`src/shared/bsk_consts.svh`:
```
// bank switch / bus keeper control: offsets, field positions, reset values
// assumes inclusion by the bank switch controller only
`ifndef BSK_CONSTS_SVH
`define BSK_CONSTS_SVH
// -----------------------------------------------------------------------
// register map
// -----------------------------------------------------------------------
`define BSK_REG_INDEX 8'h29
`define BSK_REG_ADDR 12'h0a4
`define BSK_BIT_MODE 15
`define BSK_BIT_DIV_HI 14
`define BSK_BIT_DIV_LO 13
`define BSK_BIT_INTACK_OFF 12
`define BSK_BIT_HOST_KEEP 2
`define BSK_BIT_DATA_KEEP 1
`define BSK_RST_DIV 2'h3
`define BSK_RST_INTACK_OFF 1'b1
`define BSK_BANK_MSB 15
`endif

```
`src/shared/bsk_pkg.sv`:
```
// bank switch controller types
// assumes nothing beyond the header of constants
package bsk_pkg;
  // -----------------------------------------------------------------------
  // types
  // -----------------------------------------------------------------------
  typedef enum logic [1:0] {
    BSK_SPACE_PROG,
    BSK_SPACE_DATA,
    BSK_SPACE_NONE
  } bsk_space_e;

  // one external access request from the core
  typedef struct packed {
    logic valid;
    logic is_read;
    logic is_prog;
    logic [22:0] addr;
  } bsk_req_s;

  // keeper enables, high means keeper on
  typedef struct packed {
    logic data_keep;
    logic addr_keep;
    logic host_keep;
  } bsk_keep_s;
endpackage

```
`src/logic/bsk_ctrl.sv`:
```
// bank switch, clock out divider, interrupt ack gating and bus keeper control
// assumes one clock pclk, async active low reset, apb register access, and a
// core that holds each request until accepted
//
// Operation
// - one idle cycle on 32K bank crossing
// - control register mapped at index 29h
// - mode 0: idle only on bank, space or page change
// - mode 1: start, read, trail per read
// - clock out divided by field plus one, by two at field 0
// - intack off bit resets 1, silences output
// - host keeper bit, or wide port on
// - data keeper bit enables data keeper
// - remember msb of last prog/data access
// - msb change holds strobe off one cycle
// - each read overwrites stored msb
// - matching msb gives plain read cycle
// - same bank reads run back to back
// - prog/data space swap inserts one cycle
// - program page change inserts one cycle
// - keepers follow bits; address and host keepers also follow wide pin
`timescale 1ns/1ns
`include "bsk_consts.svh"
module bsk_ctrl #(
  parameter int ADDR_W = 23
) (
  // clock and reset
  input wire logic pclk,
  input wire logic presetn,
  // apb slave
  input wire logic psel,
  input wire logic penable,
  input wire logic pwrite,
  input wire logic [11:0] paddr,
  input wire logic [31:0] pwdata,
  output logic [31:0] prdata,
  output logic pready,
  output logic pslverr,
  // core access request
  input wire bsk_pkg::bsk_req_s core_req,
  input wire logic core_intack,
  output logic req_accept,
  // external memory side
  output logic memory_strobe_n,
  output logic [ADDR_W-1:0] ext_addr,
  output logic clock_out_pin,
  output logic interrupt_ack_out,
  // keepers
  input wire logic wide_host_port_sel,
  output bsk_pkg::bsk_keep_s keep_en
);
  // the page field needs at least one bit above the bank msb
  if (ADDR_W < 17 || ADDR_W > 23) begin : g_bad_width
    $error("bsk_ctrl: ADDR_W out of range");
  end

  // -----------------------------------------------------------------------
  // control register
  // -----------------------------------------------------------------------
  logic back_to_back_bank_mode_ff;
  logic [1:0] clock_out_divider_ff;
  logic intack_output_off_ff;
  logic host_bus_keeper_en_ff;
  logic data_bus_keeper_en_ff;
  logic wide_sync1_ff;
  logic wide_sync2_ff;
  logic wr_hit;
  logic rd_hit;
  logic addr_hit;

  assign addr_hit = (paddr == `BSK_REG_ADDR);
  assign wr_hit = psel && penable && pwrite && addr_hit;
  assign rd_hit = psel && !penable && !pwrite && addr_hit;

  // register fields; reserved bits have no storage
  always_ff @(posedge pclk or negedge presetn) begin
    if (!presetn) begin
      back_to_back_bank_mode_ff <= 1'b0;
      clock_out_divider_ff <= `BSK_RST_DIV;
      intack_output_off_ff <= `BSK_RST_INTACK_OFF;
      host_bus_keeper_en_ff <= 1'b0;
      data_bus_keeper_en_ff <= 1'b0;
    end else if (wr_hit) begin
      back_to_back_bank_mode_ff <= pwdata[`BSK_BIT_MODE];
      clock_out_divider_ff <= pwdata[`BSK_BIT_DIV_HI:`BSK_BIT_DIV_LO];
      intack_output_off_ff <= pwdata[`BSK_BIT_INTACK_OFF];
      host_bus_keeper_en_ff <= pwdata[`BSK_BIT_HOST_KEEP];
      data_bus_keeper_en_ff <= pwdata[`BSK_BIT_DATA_KEEP];
    end
  end

  // apb answer: one access cycle, zero wait; unmapped reads zero, no error
  always_ff @(posedge pclk or negedge presetn) begin
    if (!presetn) begin
      prdata <= 32'h0000_0000;
      pready <= 1'b0;
      pslverr <= 1'b0;
    end else begin
      pready <= psel && !penable;
      pslverr <= 1'b0;
      if (rd_hit) begin
        prdata <= {16'h0000, back_to_back_bank_mode_ff, clock_out_divider_ff,
                   intack_output_off_ff, 9'h000, host_bus_keeper_en_ff,
                   data_bus_keeper_en_ff, 1'b0};
      end else if (psel && !penable) begin
        prdata <= 32'h0000_0000;
      end
    end
  end

  // -----------------------------------------------------------------------
  // clock out divider
  // -----------------------------------------------------------------------
  logic [1:0] div_cnt_ff;
  logic clk_tick;

  // tick marks the start of each clock out period, each half period at field 0; strobe steps follow it
  assign clk_tick = (div_cnt_ff == clock_out_divider_ff);

  always_ff @(posedge pclk or negedge presetn) begin
    if (!presetn) begin
      div_cnt_ff <= 2'h0;
      clock_out_pin <= 1'b0;
    end else begin
      div_cnt_ff <= clk_tick ? 2'h0 : div_cnt_ff + 2'h1;
      // high for the first half period; field 0 toggles every rising edge
      clock_out_pin <= (clock_out_divider_ff == 2'h0) ? !clock_out_pin
                       : (clk_tick || (div_cnt_ff < (clock_out_divider_ff >> 1)));
    end
  end

  // -----------------------------------------------------------------------
  // access sequencer
  // -----------------------------------------------------------------------
  typedef enum logic [1:0] {ST_IDLE, ST_GAP, ST_ACCESS, ST_TRAIL} bsk_state_e;
  bsk_state_e state_ff;
  logic last_msb_ff;
  bsk_pkg::bsk_space_e last_space_ff;
  logic [ADDR_W-1:16] last_page_ff;
  bsk_pkg::bsk_req_s cur_ff;
  logic need_gap;
  logic req_msb;

  function automatic logic page_of(input logic [ADDR_W-1:0] a, input int b);
    return a[b];
  endfunction

  assign req_msb = page_of(core_req.addr[ADDR_W-1:0], `BSK_BANK_MSB);
  // a gap is due on bank change, space swap or program page change
  assign need_gap = core_req.is_read && (
      (req_msb != last_msb_ff)
      || (last_space_ff != bsk_pkg::BSK_SPACE_NONE &&
          (core_req.is_prog ? bsk_pkg::BSK_SPACE_PROG : bsk_pkg::BSK_SPACE_DATA)
          != last_space_ff)
      || (core_req.is_prog && last_space_ff == bsk_pkg::BSK_SPACE_PROG &&
          core_req.addr[ADDR_W-1:16] != last_page_ff));

  // steps advance once per divider tick, so strobe gaps last one clock out period, half of one at field 0
  always_ff @(posedge pclk or negedge presetn) begin
    if (!presetn) begin
      state_ff <= ST_IDLE;
      cur_ff <= '0;
      req_accept <= 1'b0;
      memory_strobe_n <= 1'b1;
      ext_addr <= '0;
    end else begin
      req_accept <= 1'b0;
      if (clk_tick) begin
        unique case (state_ff)
          ST_IDLE: begin
            memory_strobe_n <= 1'b1;
            if (core_req.valid && !req_accept) begin
              cur_ff <= core_req;
              ext_addr <= core_req.addr[ADDR_W-1:0]; // address moves during gap
              if ((back_to_back_bank_mode_ff && core_req.is_read) || need_gap) begin
                state_ff <= ST_GAP;
              end else begin
                state_ff <= ST_ACCESS;
                memory_strobe_n <= 1'b0;
              end
            end
          end
          ST_GAP: begin
            state_ff <= ST_ACCESS;
            memory_strobe_n <= 1'b0;
          end
          ST_ACCESS: begin
            memory_strobe_n <= 1'b1;
            req_accept <= 1'b1;
            state_ff <= (back_to_back_bank_mode_ff && cur_ff.is_read) ? ST_TRAIL
                                                                      : ST_IDLE;
          end
          ST_TRAIL: state_ff <= ST_IDLE;
        endcase
      end
    end
  end

  // history of the last program or data access
  always_ff @(posedge pclk or negedge presetn) begin
    if (!presetn) begin
      last_msb_ff <= 1'b0;
      last_space_ff <= bsk_pkg::BSK_SPACE_NONE;
      last_page_ff <= '0;
    end else if (clk_tick && state_ff == ST_ACCESS) begin
      last_msb_ff <= page_of(cur_ff.addr[ADDR_W-1:0], `BSK_BANK_MSB);
      last_space_ff <= cur_ff.is_prog ? bsk_pkg::BSK_SPACE_PROG : bsk_pkg::BSK_SPACE_DATA;
      last_page_ff <= cur_ff.addr[ADDR_W-1:16];
    end
  end

  // -----------------------------------------------------------------------
  // interrupt ack and keepers
  // -----------------------------------------------------------------------
  always_ff @(posedge pclk or negedge presetn) begin
    if (!presetn) begin
      wide_sync1_ff <= 1'b0;
      wide_sync2_ff <= 1'b0;
      interrupt_ack_out <= 1'b1;
      keep_en <= '0;
    end else begin
      wide_sync1_ff <= wide_host_port_sel;
      wide_sync2_ff <= wide_sync1_ff;
      // active low ack held high while switched off
      interrupt_ack_out <= intack_output_off_ff ? 1'b1 : !core_intack;
      keep_en.data_keep <= data_bus_keeper_en_ff;
      keep_en.addr_keep <= wide_sync2_ff || host_bus_keeper_en_ff;
      keep_en.host_keep <= wide_sync2_ff || host_bus_keeper_en_ff;
    end
  end
endmodule // bsk_ctrl

```
`config.mk`:
```
export PLATFORM = sky130hd
export DESIGN_NAME = bsk_ctrl
export DESIGN_NICKNAME = d
export VERILOG_FILES = /design/src/shared/bsk_pkg.sv /design/src/logic/bsk_ctrl.sv
export VERILOG_INCLUDE_DIRS = /design/src /design/src/shared
export SDC_FILE = /design/constraint.sdc
export NUM_CORES = 1
export LEC_CHECK = 0
export BUFFER_PORTS_ARGS = -buffer_cell sky130_fd_sc_hd__buf_2
export CAP_MARGIN = 5
export CORE_ASPECT_RATIO = 0.75
export CORE_MARGIN = 2
export CORE_UTILIZATION = 45
export CTS_CLUSTER_SIZE = 14
export DETAILED_ROUTE_END_ITERATION = 6
export GPL_ROUTABILITY_DRIVEN = 0
export GPL_TIMING_DRIVEN = 0
export PLACE_DENSITY_LB_ADDON = 0.05
export SETUP_SLACK_MARGIN = 0.05
export SLEW_MARGIN = 20
export SYNTH_ARGS = -nofsm -noshare
export SYNTH_HDL_FRONTEND = slang
export SYNTH_SLANG_ARGS = --single-unit
```
`constraint.sdc`:
```
create_clock -name pclk -period 2.4 [get_ports pclk]
set_input_delay 0.48 -clock pclk [delete_from_list [all_inputs] [get_ports pclk]]
set_output_delay 0.48 -clock pclk [all_outputs]
set_load 0.03 [all_outputs]
```
---- After elaboration in Yosys (flattened, before gate mapping) ----
Index checks and enable logic that the tools add are counted.
word-level totals
  register bits ........................... 86
  input bits .............................. 77
  word-level logic and storage cells ...... 83
cells by class
  $add $sub $neg .......................... 1
  order comparisons ....................... 1
  equality and inequality tests ........... 10
  multiplexer cells ....................... 16
  reductions and logical operators ........ 32
operators by type and width
  kind                                                   number
  2-to-1 mux 32 bit                                      2
  logical AND 1 bit                                      14
  equality test 12 x 8 -> 1 bit (second input constant)  1
  2-to-1 mux 1 bit                                       8
  2-to-1 mux 2 bit                                       4
  one-hot mux 2 bit (4 select lines)                     1
  inequality test 7 bit                                  1
  zero test 2 bit                                        3
  zero test 1 bit                                        5
  logical OR 1 bit                                       5
  equality test 2 bit (second input constant)            2
  inequality test 2 bit (second input constant)          2
  AND reduction 2 bit                                    2
  one-hot mux 1 bit (3 select lines)                     1
  AND reduction 3 bit                                    1
  nonzero test 3 bit                                     1
  adder 2 x 1 -> 2 bit (second input constant)           1
  equality test 2 x 1 -> 1 bit (second input constant)   1
  equality test 2 bit                                    1
  < comparator 2 x 1 -> 1 bit                            1
  inequality test 1 x 2 -> 1 bit                         1
  nonzero test 2 bit                                     1
  inequality test 1 bit                                  1

---- Depth between registers and ports, before layout ----
Gate-level depths: netlist of run 1.
  depth after elaboration ................. 10
  gate-level depth with buffers ........... 7

---- Worst setup path after synthesis of run 1 ----
No wires, ideal clock.
  path type ............................... register -> register
  start point ............................. register div_cnt_ff[0]
  end point ............................... register cur_ff[10] in the netlist's numbering
  library setup time ...................... 0.125 ns
  data arrival time ....................... 1.574 ns
  data required time ...................... 2.275 ns
  path slack .............................. 0.701 ns
  cell stages (with the launch flop) ...... 8
  path buffers ............................ 3
  period minus slack after synthesis ...... 1.699 ns
  path through ............................ dfrtp_1 buf_4 xor2_2 nor2_2 and3_1 buf_6 buf_12 mux2_4
between the ends
  word-level cells in the longest chain between the ends .. 2
RTL lines
  item                           line             RTL
  start, declared                bsk_ctrl.sv:114  logic [1:0] div_cnt_ff;
  start signal, assigned         bsk_ctrl.sv:125  div_cnt_ff <= clk_tick ? 2'h0 : div_cnt_ff + 2'h1;
  equality test 2 bit            bsk_ctrl.sv:118  assign clk_tick = (div_cnt_ff == clock_out_divider_ff);
  AND reduction 3 bit (no line)  -
  end signal, assigned           bsk_ctrl.sv:173  cur_ff <= core_req;
  end, declared                  bsk_ctrl.sv:140  bsk_pkg::bsk_req_s cur_ff;
No other way between the ends.
A chain may end at the register's enable or synchronous reset.

---- Final worst setup path of run 1 ----
  start point ............................. register clock_out_divider_ff[0]
  end point ............................... register cur_ff[15] in the netlist's numbering
between the ends
  word-level cells in the longest chain between the ends .. 2
RTL lines
  item                           line             RTL
  start, declared                bsk_ctrl.sv:61   logic [1:0] clock_out_divider_ff;
  start signal, assigned         bsk_ctrl.sv:79   clock_out_divider_ff <= `BSK_RST_DIV;
  start signal, assigned         bsk_ctrl.sv:85   clock_out_divider_ff <= pwdata[`BSK_BIT_DIV_HI:`BSK_BIT_DIV_LO];
  equality test 2 bit            bsk_ctrl.sv:118
  AND reduction 3 bit (no line)  -
No other way between the ends.

==> results.json, run 1 <==
{
  "track_usage": 0.151,
  "drtIter0Drc": 59,
  "die_h_um": 74.6,
  "crit_fanout": 10,
  "wl_per_cell_um": 12.2,
  "die_x_um": 98.1,
  "cp_data_arrival_time_ns": 2.10,
  "instances_no_fill": 439,
  "grt_max_degree": 61,
  "leakagePower_nw": 2.04,
  "layout-drive-gt1-share": 0.584,
  "period_needed_ns": 1.89,
  "post-route-period-util": 0.787,
  "fillCellCount": 542,
  "synth.avg_cell_area_um2": 13.0,
  "worstPathCellList": "xor2_2, nor2_2, and3_1, buf_6, buf_12, mux2_4",
  "pre_cts_ws_ns": 0.490,
  "status": "complete, no violations",
  "cts.path.max_buffers": 2,
  "via_per_inst": 4.37,
  "regToRegStartpoint": "clock_out_divider_ff[0]$_DFFE_PN1P_",
  "grt_pass1_wl_um": 8390,
  "post_cts_buffers": 0,
  "n_antenna_cell": 0,
  "grt_overflow": 0,
  "final_hold_viol_count": 0,
  "design_area_um2": 3870,
  "cp-end-kind": "flop",
  "drc_errors": 0,
  "hold_buffers": 0,
  "core_area_um2": 6350,
  "cts_tree": "yes",
  "vdd_drop_max_v": 0.000832,
  "ant_nets": 0,
  "fin_worst_skew_ns": 0.00921,
  "ys_ff_latch": 60,
  "hpwl_um": 3960,
  "die-area_um2": 7310,
  "dr.pass1.iters": 4,
  "insertion_delay_ns": 0.33,
  "ys_warn_count": 0,
  "yosys-top-cells-count": "dfrtp_1 (54), buf_4 (52), mux2_2 (20), mux2_4 (20), xor2_1 (7)",
  "regArea_um2": 1510,
  "regToRegSetupSlack_ns": 0.51,
  "antenna_found_initial": 0,
  "place_area_um2": 3620,
  "dp_cells": 423,
  "synth_top_cell_by_area": "dfrtp_1",
  "clk_pin_slew_worst_paths_ns": 0.06,
  "ys_seq_area_frac": 0.505,
  "synthFlopType": "dfrtp_1",
  "synthToLayoutAreaGrowth_pct": 29.7,
  "critPathBufInv": 2,
  "synth_enable_flop_cells": 0,
  "ios": 141,
  "setup_tns_ns": 0,
  "cts_resized": 0,
  "initial_utilization": 0.471,
  "hold_class": "input pin to asynchronous set/reset pin",
  "netlist_area_um2": 2990,
  "path_delay_family": "flip-flops",
  "setup_ws_ns": 0.512,
  "crit_path_start_kind": "flop",
  "slowest_delay_ns": 0.61,
  "synthDominantCellAreaShare": 0.452,
  "first_global_vias": 1863,
  "rsz0062_at_grt": "no",
  "max_slew_margin": 0.509,
  "worst_pin_slew_ns": 0.736,
  "reg2reg_depth": 6,
  "numCtsBuffers": 9,
  "slowest_stage": "dfstp_2",
  "finalSetupViolations": 0,
  "htree_levels": 3,
  "required_ns": 2.61,
  "fp-row-count": 25,
  "multiInputGateArea_um2": 1100,
  "reg2reg_to": "cur_ff[15]$_DFFE_PN0P_",
  "synth_area_leaders": "dfrtp_1 (45%), buf_4 (13%), mux2_4 (10%), mux2_2 (7.5%), dfstp_2 (5.3%)",
  "worst-setup-path-type": "flop to flop",
  "portBuffers": 87,
  "layout.nets": 434,
  "synth_cell_types": 40,
  "async_flop_share": 1.00,
  "num_vias": 1918,
  "power.density_nw_per_um2": 1250,
  "drv_cap": 0,
  "root_buffer": "clkbuf_8",
  "fmaxAchievable_mhz": 530,
  "slew_violations": 0,
  "clock-sinks": 60,
  "synth_most_common_cell": "dfrtp_1",
  "wl_um": 5340,
  "netlist_instances": 229
}
## final cells by class
cell class / count / area share
inverter: 6 / 0.00581
timing repair buffer: 87 / 0.113
clock buffer: 12 / 0.0400
tap: 81 / 0.0262
clock inverter: 4 / 0.0245
sequential: 60 / 0.389
multi-input combinational: 132 / 0.285
buffer: 57 / 0.116
## worst max-delay path by stage
stage,from,to,slack (ns),cells past startpoint
floorplan,div_cnt_ff[0]$_DFF_PN0_,cur_ff[10]$_DFFE_PN0P_,0.70,7
global placement,paddr[4],back_to_back_bank_mode_ff$_DFFE_PN0P_,0.46,5
detailed placement,paddr[4],data_bus_keeper_en_ff$_DFFE_PN0P_,0.49,5
CTS,div_cnt_ff[0]$_DFF_PN0_,cur_ff[15]$_DFFE_PN0P_,0.49,7
global route,clock_out_divider_ff[0]$_DFFE_PN1P_,cur_ff[15]$_DFFE_PN0P_,0.39,6
finish,clock_out_divider_ff[0]$_DFFE_PN1P_,cur_ff[15]$_DFFE_PN0P_,0.51,6
## metrics by stage
| step | utilization | hold slack (ns) | total power [W] |
|---|---|---|---|
| floorplan | - | 0.184 | 0.00330 |
| global placement | 0.570 | 0.335 | 0.00372 |
| detailed placement | 0.571 | 0.341 | 0.00375 |
| CTS | 0.610 | 0.231 | 0.00490 |
| global route | 0.610 | 0.246 | 0.00511 |
| finish | 0.610 | 0.197 | 0.00483 |
## placed cells by master (no fill, tap or decap), drive strengths merged, types with 3 or more instances in the layout
| master | n |
|---|---|
| o21ai | 5 |
| nor4b | 3 |
| dfstp | 6 |
| a22o | 6 |
| ha | 4 |
| xor2 | 8 |
| conb | 27 |
| clkbuf | 13 |
| dfrtp | 54 |
| buf | 143 |
| inv | 6 |
| nor2 | 7 |
| mux2 | 40 |
| xnor2 | 4 |
| nand2 | 4 |
| bufinv | 3 |
## routing by layer
layer,track usage,share of wire,up-vias
met4,0.0556,0.011,0
met5,0,0,-
li1,-,-,946
met1,0.185,0.44,906
met2,0.245,0.47,60
met3,0.0630,0.072,6
## report_power, final
group / total (W) / switching, W / internal, W
combinational: 0.00214 / 0.00104 / 0.00110
sequential: 0.00157 / 0.000209 / 0.00136
clock: 0.00112 / 0.000374 / 0.000745
total: 0.00483 / 0.00163 / 0.00321
## logic make-up (layout without fill, tap and decap cells)
group,count (synthesis),after routing,share of synthesized area
other,1,27,0.00126
and+or+nand+nor,30,30,0.0582
buffers and inverters,63,166,0.158
muxes,40,40,0.176
DFF,60,60,0.505
xor gates and xnor gates,12,12,0.0377
AOI/OAI and AO/OA,19,19,0.0469
adders and majority gates,4,4,0.0168
## registers in the layout, indices dropped and copies added, names as in the netlist, 2 cells and up
signal and count:
cur_ff 25, last_space_ff 2, clock_out_divider_ff 2, div_cnt_ff 2, prdata 6, last_page_ff 7
state_ff 2, keep_en 2
(Power assumes the default switching activity.)
==> inputs of run 2 (changes only) <==
--- a/config.mk
+++ b/config.mk
@@ -10,7 +10,7 @@
 export CAP_MARGIN = 5
 export CORE_ASPECT_RATIO = 0.75
 export CORE_MARGIN = 2
-export CORE_UTILIZATION = 45
+export CORE_UTILIZATION = 42
 export CTS_CLUSTER_SIZE = 14
 export DETAILED_ROUTE_END_ITERATION = 6
 export GPL_ROUTABILITY_DRIVEN = 0
==> constraint.sdc (replaced) <==
create_clock -name pclk -period 1.6 [get_ports pclk]
set_input_delay 0.32 -clock pclk [delete_from_list [all_inputs] [get_ports pclk]]
set_output_delay 0.32 -clock pclk [all_outputs]
set_load 0.03 [all_outputs]
==> run 2 against run 1 <==
Compared with the run above:
- the run now ends with negative setup slack left
- die area is 6.8% higher
- sequential share of layout area is 2.5 points lower
- global-route usage increased by 1.3 points
- setup slack lost 0.62 ns
==> results.json, run 2 (synthesis results as in run 1) <==
{
  "status": "complete, but fails checks",
  "violations": "negative setup slack",
  "leakagePower_nw": 2.17,
  "regToRegStartpoint": "clock_out_divider_ff[1]$_DFFE_PN1P_",
  "via_per_inst": 4.31,
  "crit_fanout": 6,
  "clock-sinks": 60,
  "first_global_vias": 2047,
  "insertion_delay_ns": 0.33,
  "reg2reg_to": "cur_ff[19]$_DFFE_PN0P_",
  "final_hold_viol_count": 0,
  "largest-register": "cur_ff",
  "grt_max_degree": 61,
  "drc_errors": 0,
  "worst_pin_slew_ns": 0.759,
  "core_area_um2": 6860,
  "slowest_stage": "dfstp_2",
  "die-area_um2": 7810,
  "clk_pin_slew_worst_paths_ns": 0.07,
  "layout-drive-gt1-share": 0.617,
  "utilization": 0.604,
  "track_usage": 0.164,
  "ant_nets": 0,
  "setup_tns_ns": -2.17,
  "fin_worst_skew_ns": 0.00798,
  "required_ns": 1.81,
  "hpwl_um": 4130,
  "root_buffer": "clkbuf_8",
  "crit_path_start_kind": "flop",
  "max_slew_margin": 0.494,
  "worstPathCellList": "xor2_2, nor2_4, and3_4, buf_12, clkbuf_16, mux2_4",
  "cp-end-kind": "flop",
  "worst-setup-path-type": "flop to flop",
  "largestRegisters": "cur_ff (25), last_page_ff (7), prdata (6)",
  "setup_ws_ns": -0.110,
  "antenna_found_initial": 0,
  "numCtsBuffers": 9,
  "final_common_cell": "buf_2",
  "drv_cap": 0,
  "fmaxAchievable_mhz": 585,
  "layout.nets": 447,
  "grt_overflow": 0,
  "largest_reg_flops": 25,
  "cp_data_arrival_time_ns": 1.92,
  "rsz0062_at_grt": "yes",
  "drtIter0Drc": 78,
  "hold_class": "input pin to asynchronous set/reset pin",
  "regToRegSetupSlack_ns": -0.11,
  "power.density_nw_per_um2": 1850,
  "wl_per_cell_um": 13.1,
  "slew_violations": 0,
  "grt_pass1_wl_um": 9870,
  "finalSetupViolations": 32,
  "final_cell_mix": "buf_2 (86), buf_4 (60), dfrtp_1 (53), mux2_4 (31), conb_1 (27)",
  "synthToLayoutAreaGrowth_pct": 38.7,
  "hold_buffers": 0,
  "initial_utilization": 0.435,
  "dr.pass1.iters": 4,
  "ios": 141,
  "n_antenna_cell": 0,
  "die_x_um": 101,
  "cts_tree": "yes",
  "wl_um": 6120,
  "fp-row-count": 26,
  "vdd_drop_max_v": 0.00109,
  "cts.path.max_buffers": 2,
  "portBuffers": 87,
  "num_vias": 2022,
  "total_power_w": 0.00765,
  "htree_levels": 3,
  "post-route-period-util": 1.07,
  "die_h_um": 77.0,
  "slowest_delay_ns": 0.56,
  "period_needed_ns": 1.71,
  "reg2reg_depth": 6
}
run 2: changes by cell type in the layout (fill, tap and decap cells not counted), moves of 2 or more:
cell / change
o21ai_0: -2
mux2_2: -11
o21ai_1: +2
clkbuf_16: +2
mux2_4: +11
buf_6: +2
buf_12: +3
buf_4: +7
clkinv_2: +2
run 2: per-stage QoR:
stage / hold slack, ns / area (µm²) / instances / worst slack, ns
final: 0.0547 / 4140 / 469 / -0.110
after detailed placement: 0.343 / 3660 / 440 / -0.292
after global routing: 0.0680 / 4140 / 469 / -0.149
after global placement: 0.332 / 3650 / 440 / -0.300
after CTS: 0.0755 / 4050 / 465 / -0.105
after floorplan: 0.0244 / 3100 / 255 / -0.0776
run 2: worst max path at each step:
stage,from,end,cells past startpoint
2_1_floorplan,clock_out_divider_ff[1]$_DFFE_PN1P_,cur_ff[10]$_DFFE_PN0P_,6
3_3_place_gp,clock_out_divider_ff[1]$_DFFE_PN1P_,cur_ff[15]$_DFFE_PN0P_,6
3_5_place_dp,clock_out_divider_ff[1]$_DFFE_PN1P_,cur_ff[9]$_DFFE_PN0P_,6
4_1_cts,div_cnt_ff[0]$_DFF_PN0_,cur_ff[15]$_DFFE_PN0P_,7
5_1_grt,clock_out_divider_ff[1]$_DFFE_PN1P_,cur_ff[24]$_DFFE_PN0P_,6
6_report,clock_out_divider_ff[1]$_DFFE_PN1P_,cur_ff[19]$_DFFE_PN0P_,6
run 2: per-layer routing:
| metal | routed length [µm] | GRT usage |
|---|---|---|
| met4 | 37 | 0.0365 |
| met1 | 2770 | 0.232 |
| met3 | 456 | 0.0720 |
| met2 | 2860 | 0.233 |
| met5 | 0 | 0 |
run 2: critical path: cells and delay by family, from the launching register on:
kind	cells	cell delay (ns)
XOR/XNOR	1	0.21
AND/OR/NAND/NOR	2	0.23
multiplexers	1	0.29
flip-flops	1	0.56
buffers and inverters	2	0.30
run 2: power by group:
group	leakage [nW]	internal [W]	switching, W
combinational	1.33	0.00204	0.00171
sequential	0.725	0.00205	0.000339
clock	0.113	0.000912	0.000590
run 2: cell type report:
| class | instances | area, µm² |
|---|---|---|
| well taps | 98 | 123 |
| multi-input cells | 132 | 1200 |
| clock inverters | 5 | 75.1 |
| inverters | 6 | 22.5 |
| clock buffers | 11 | 141 |
| repair buffers | 100 | 591 |
| flip-flops and latches | 60 | 1510 |
| fillers | 581 | 2720 |
| plain buffers | 57 | 478 |
run 2: what timing repair did:
action | CTS | global route
setup endpoints to repair | 34 | 41
resized for setup | 22 | 8
gates cloned | 0 | 2
buffers inserted | 9 | 2
pin swaps | 1 | 8
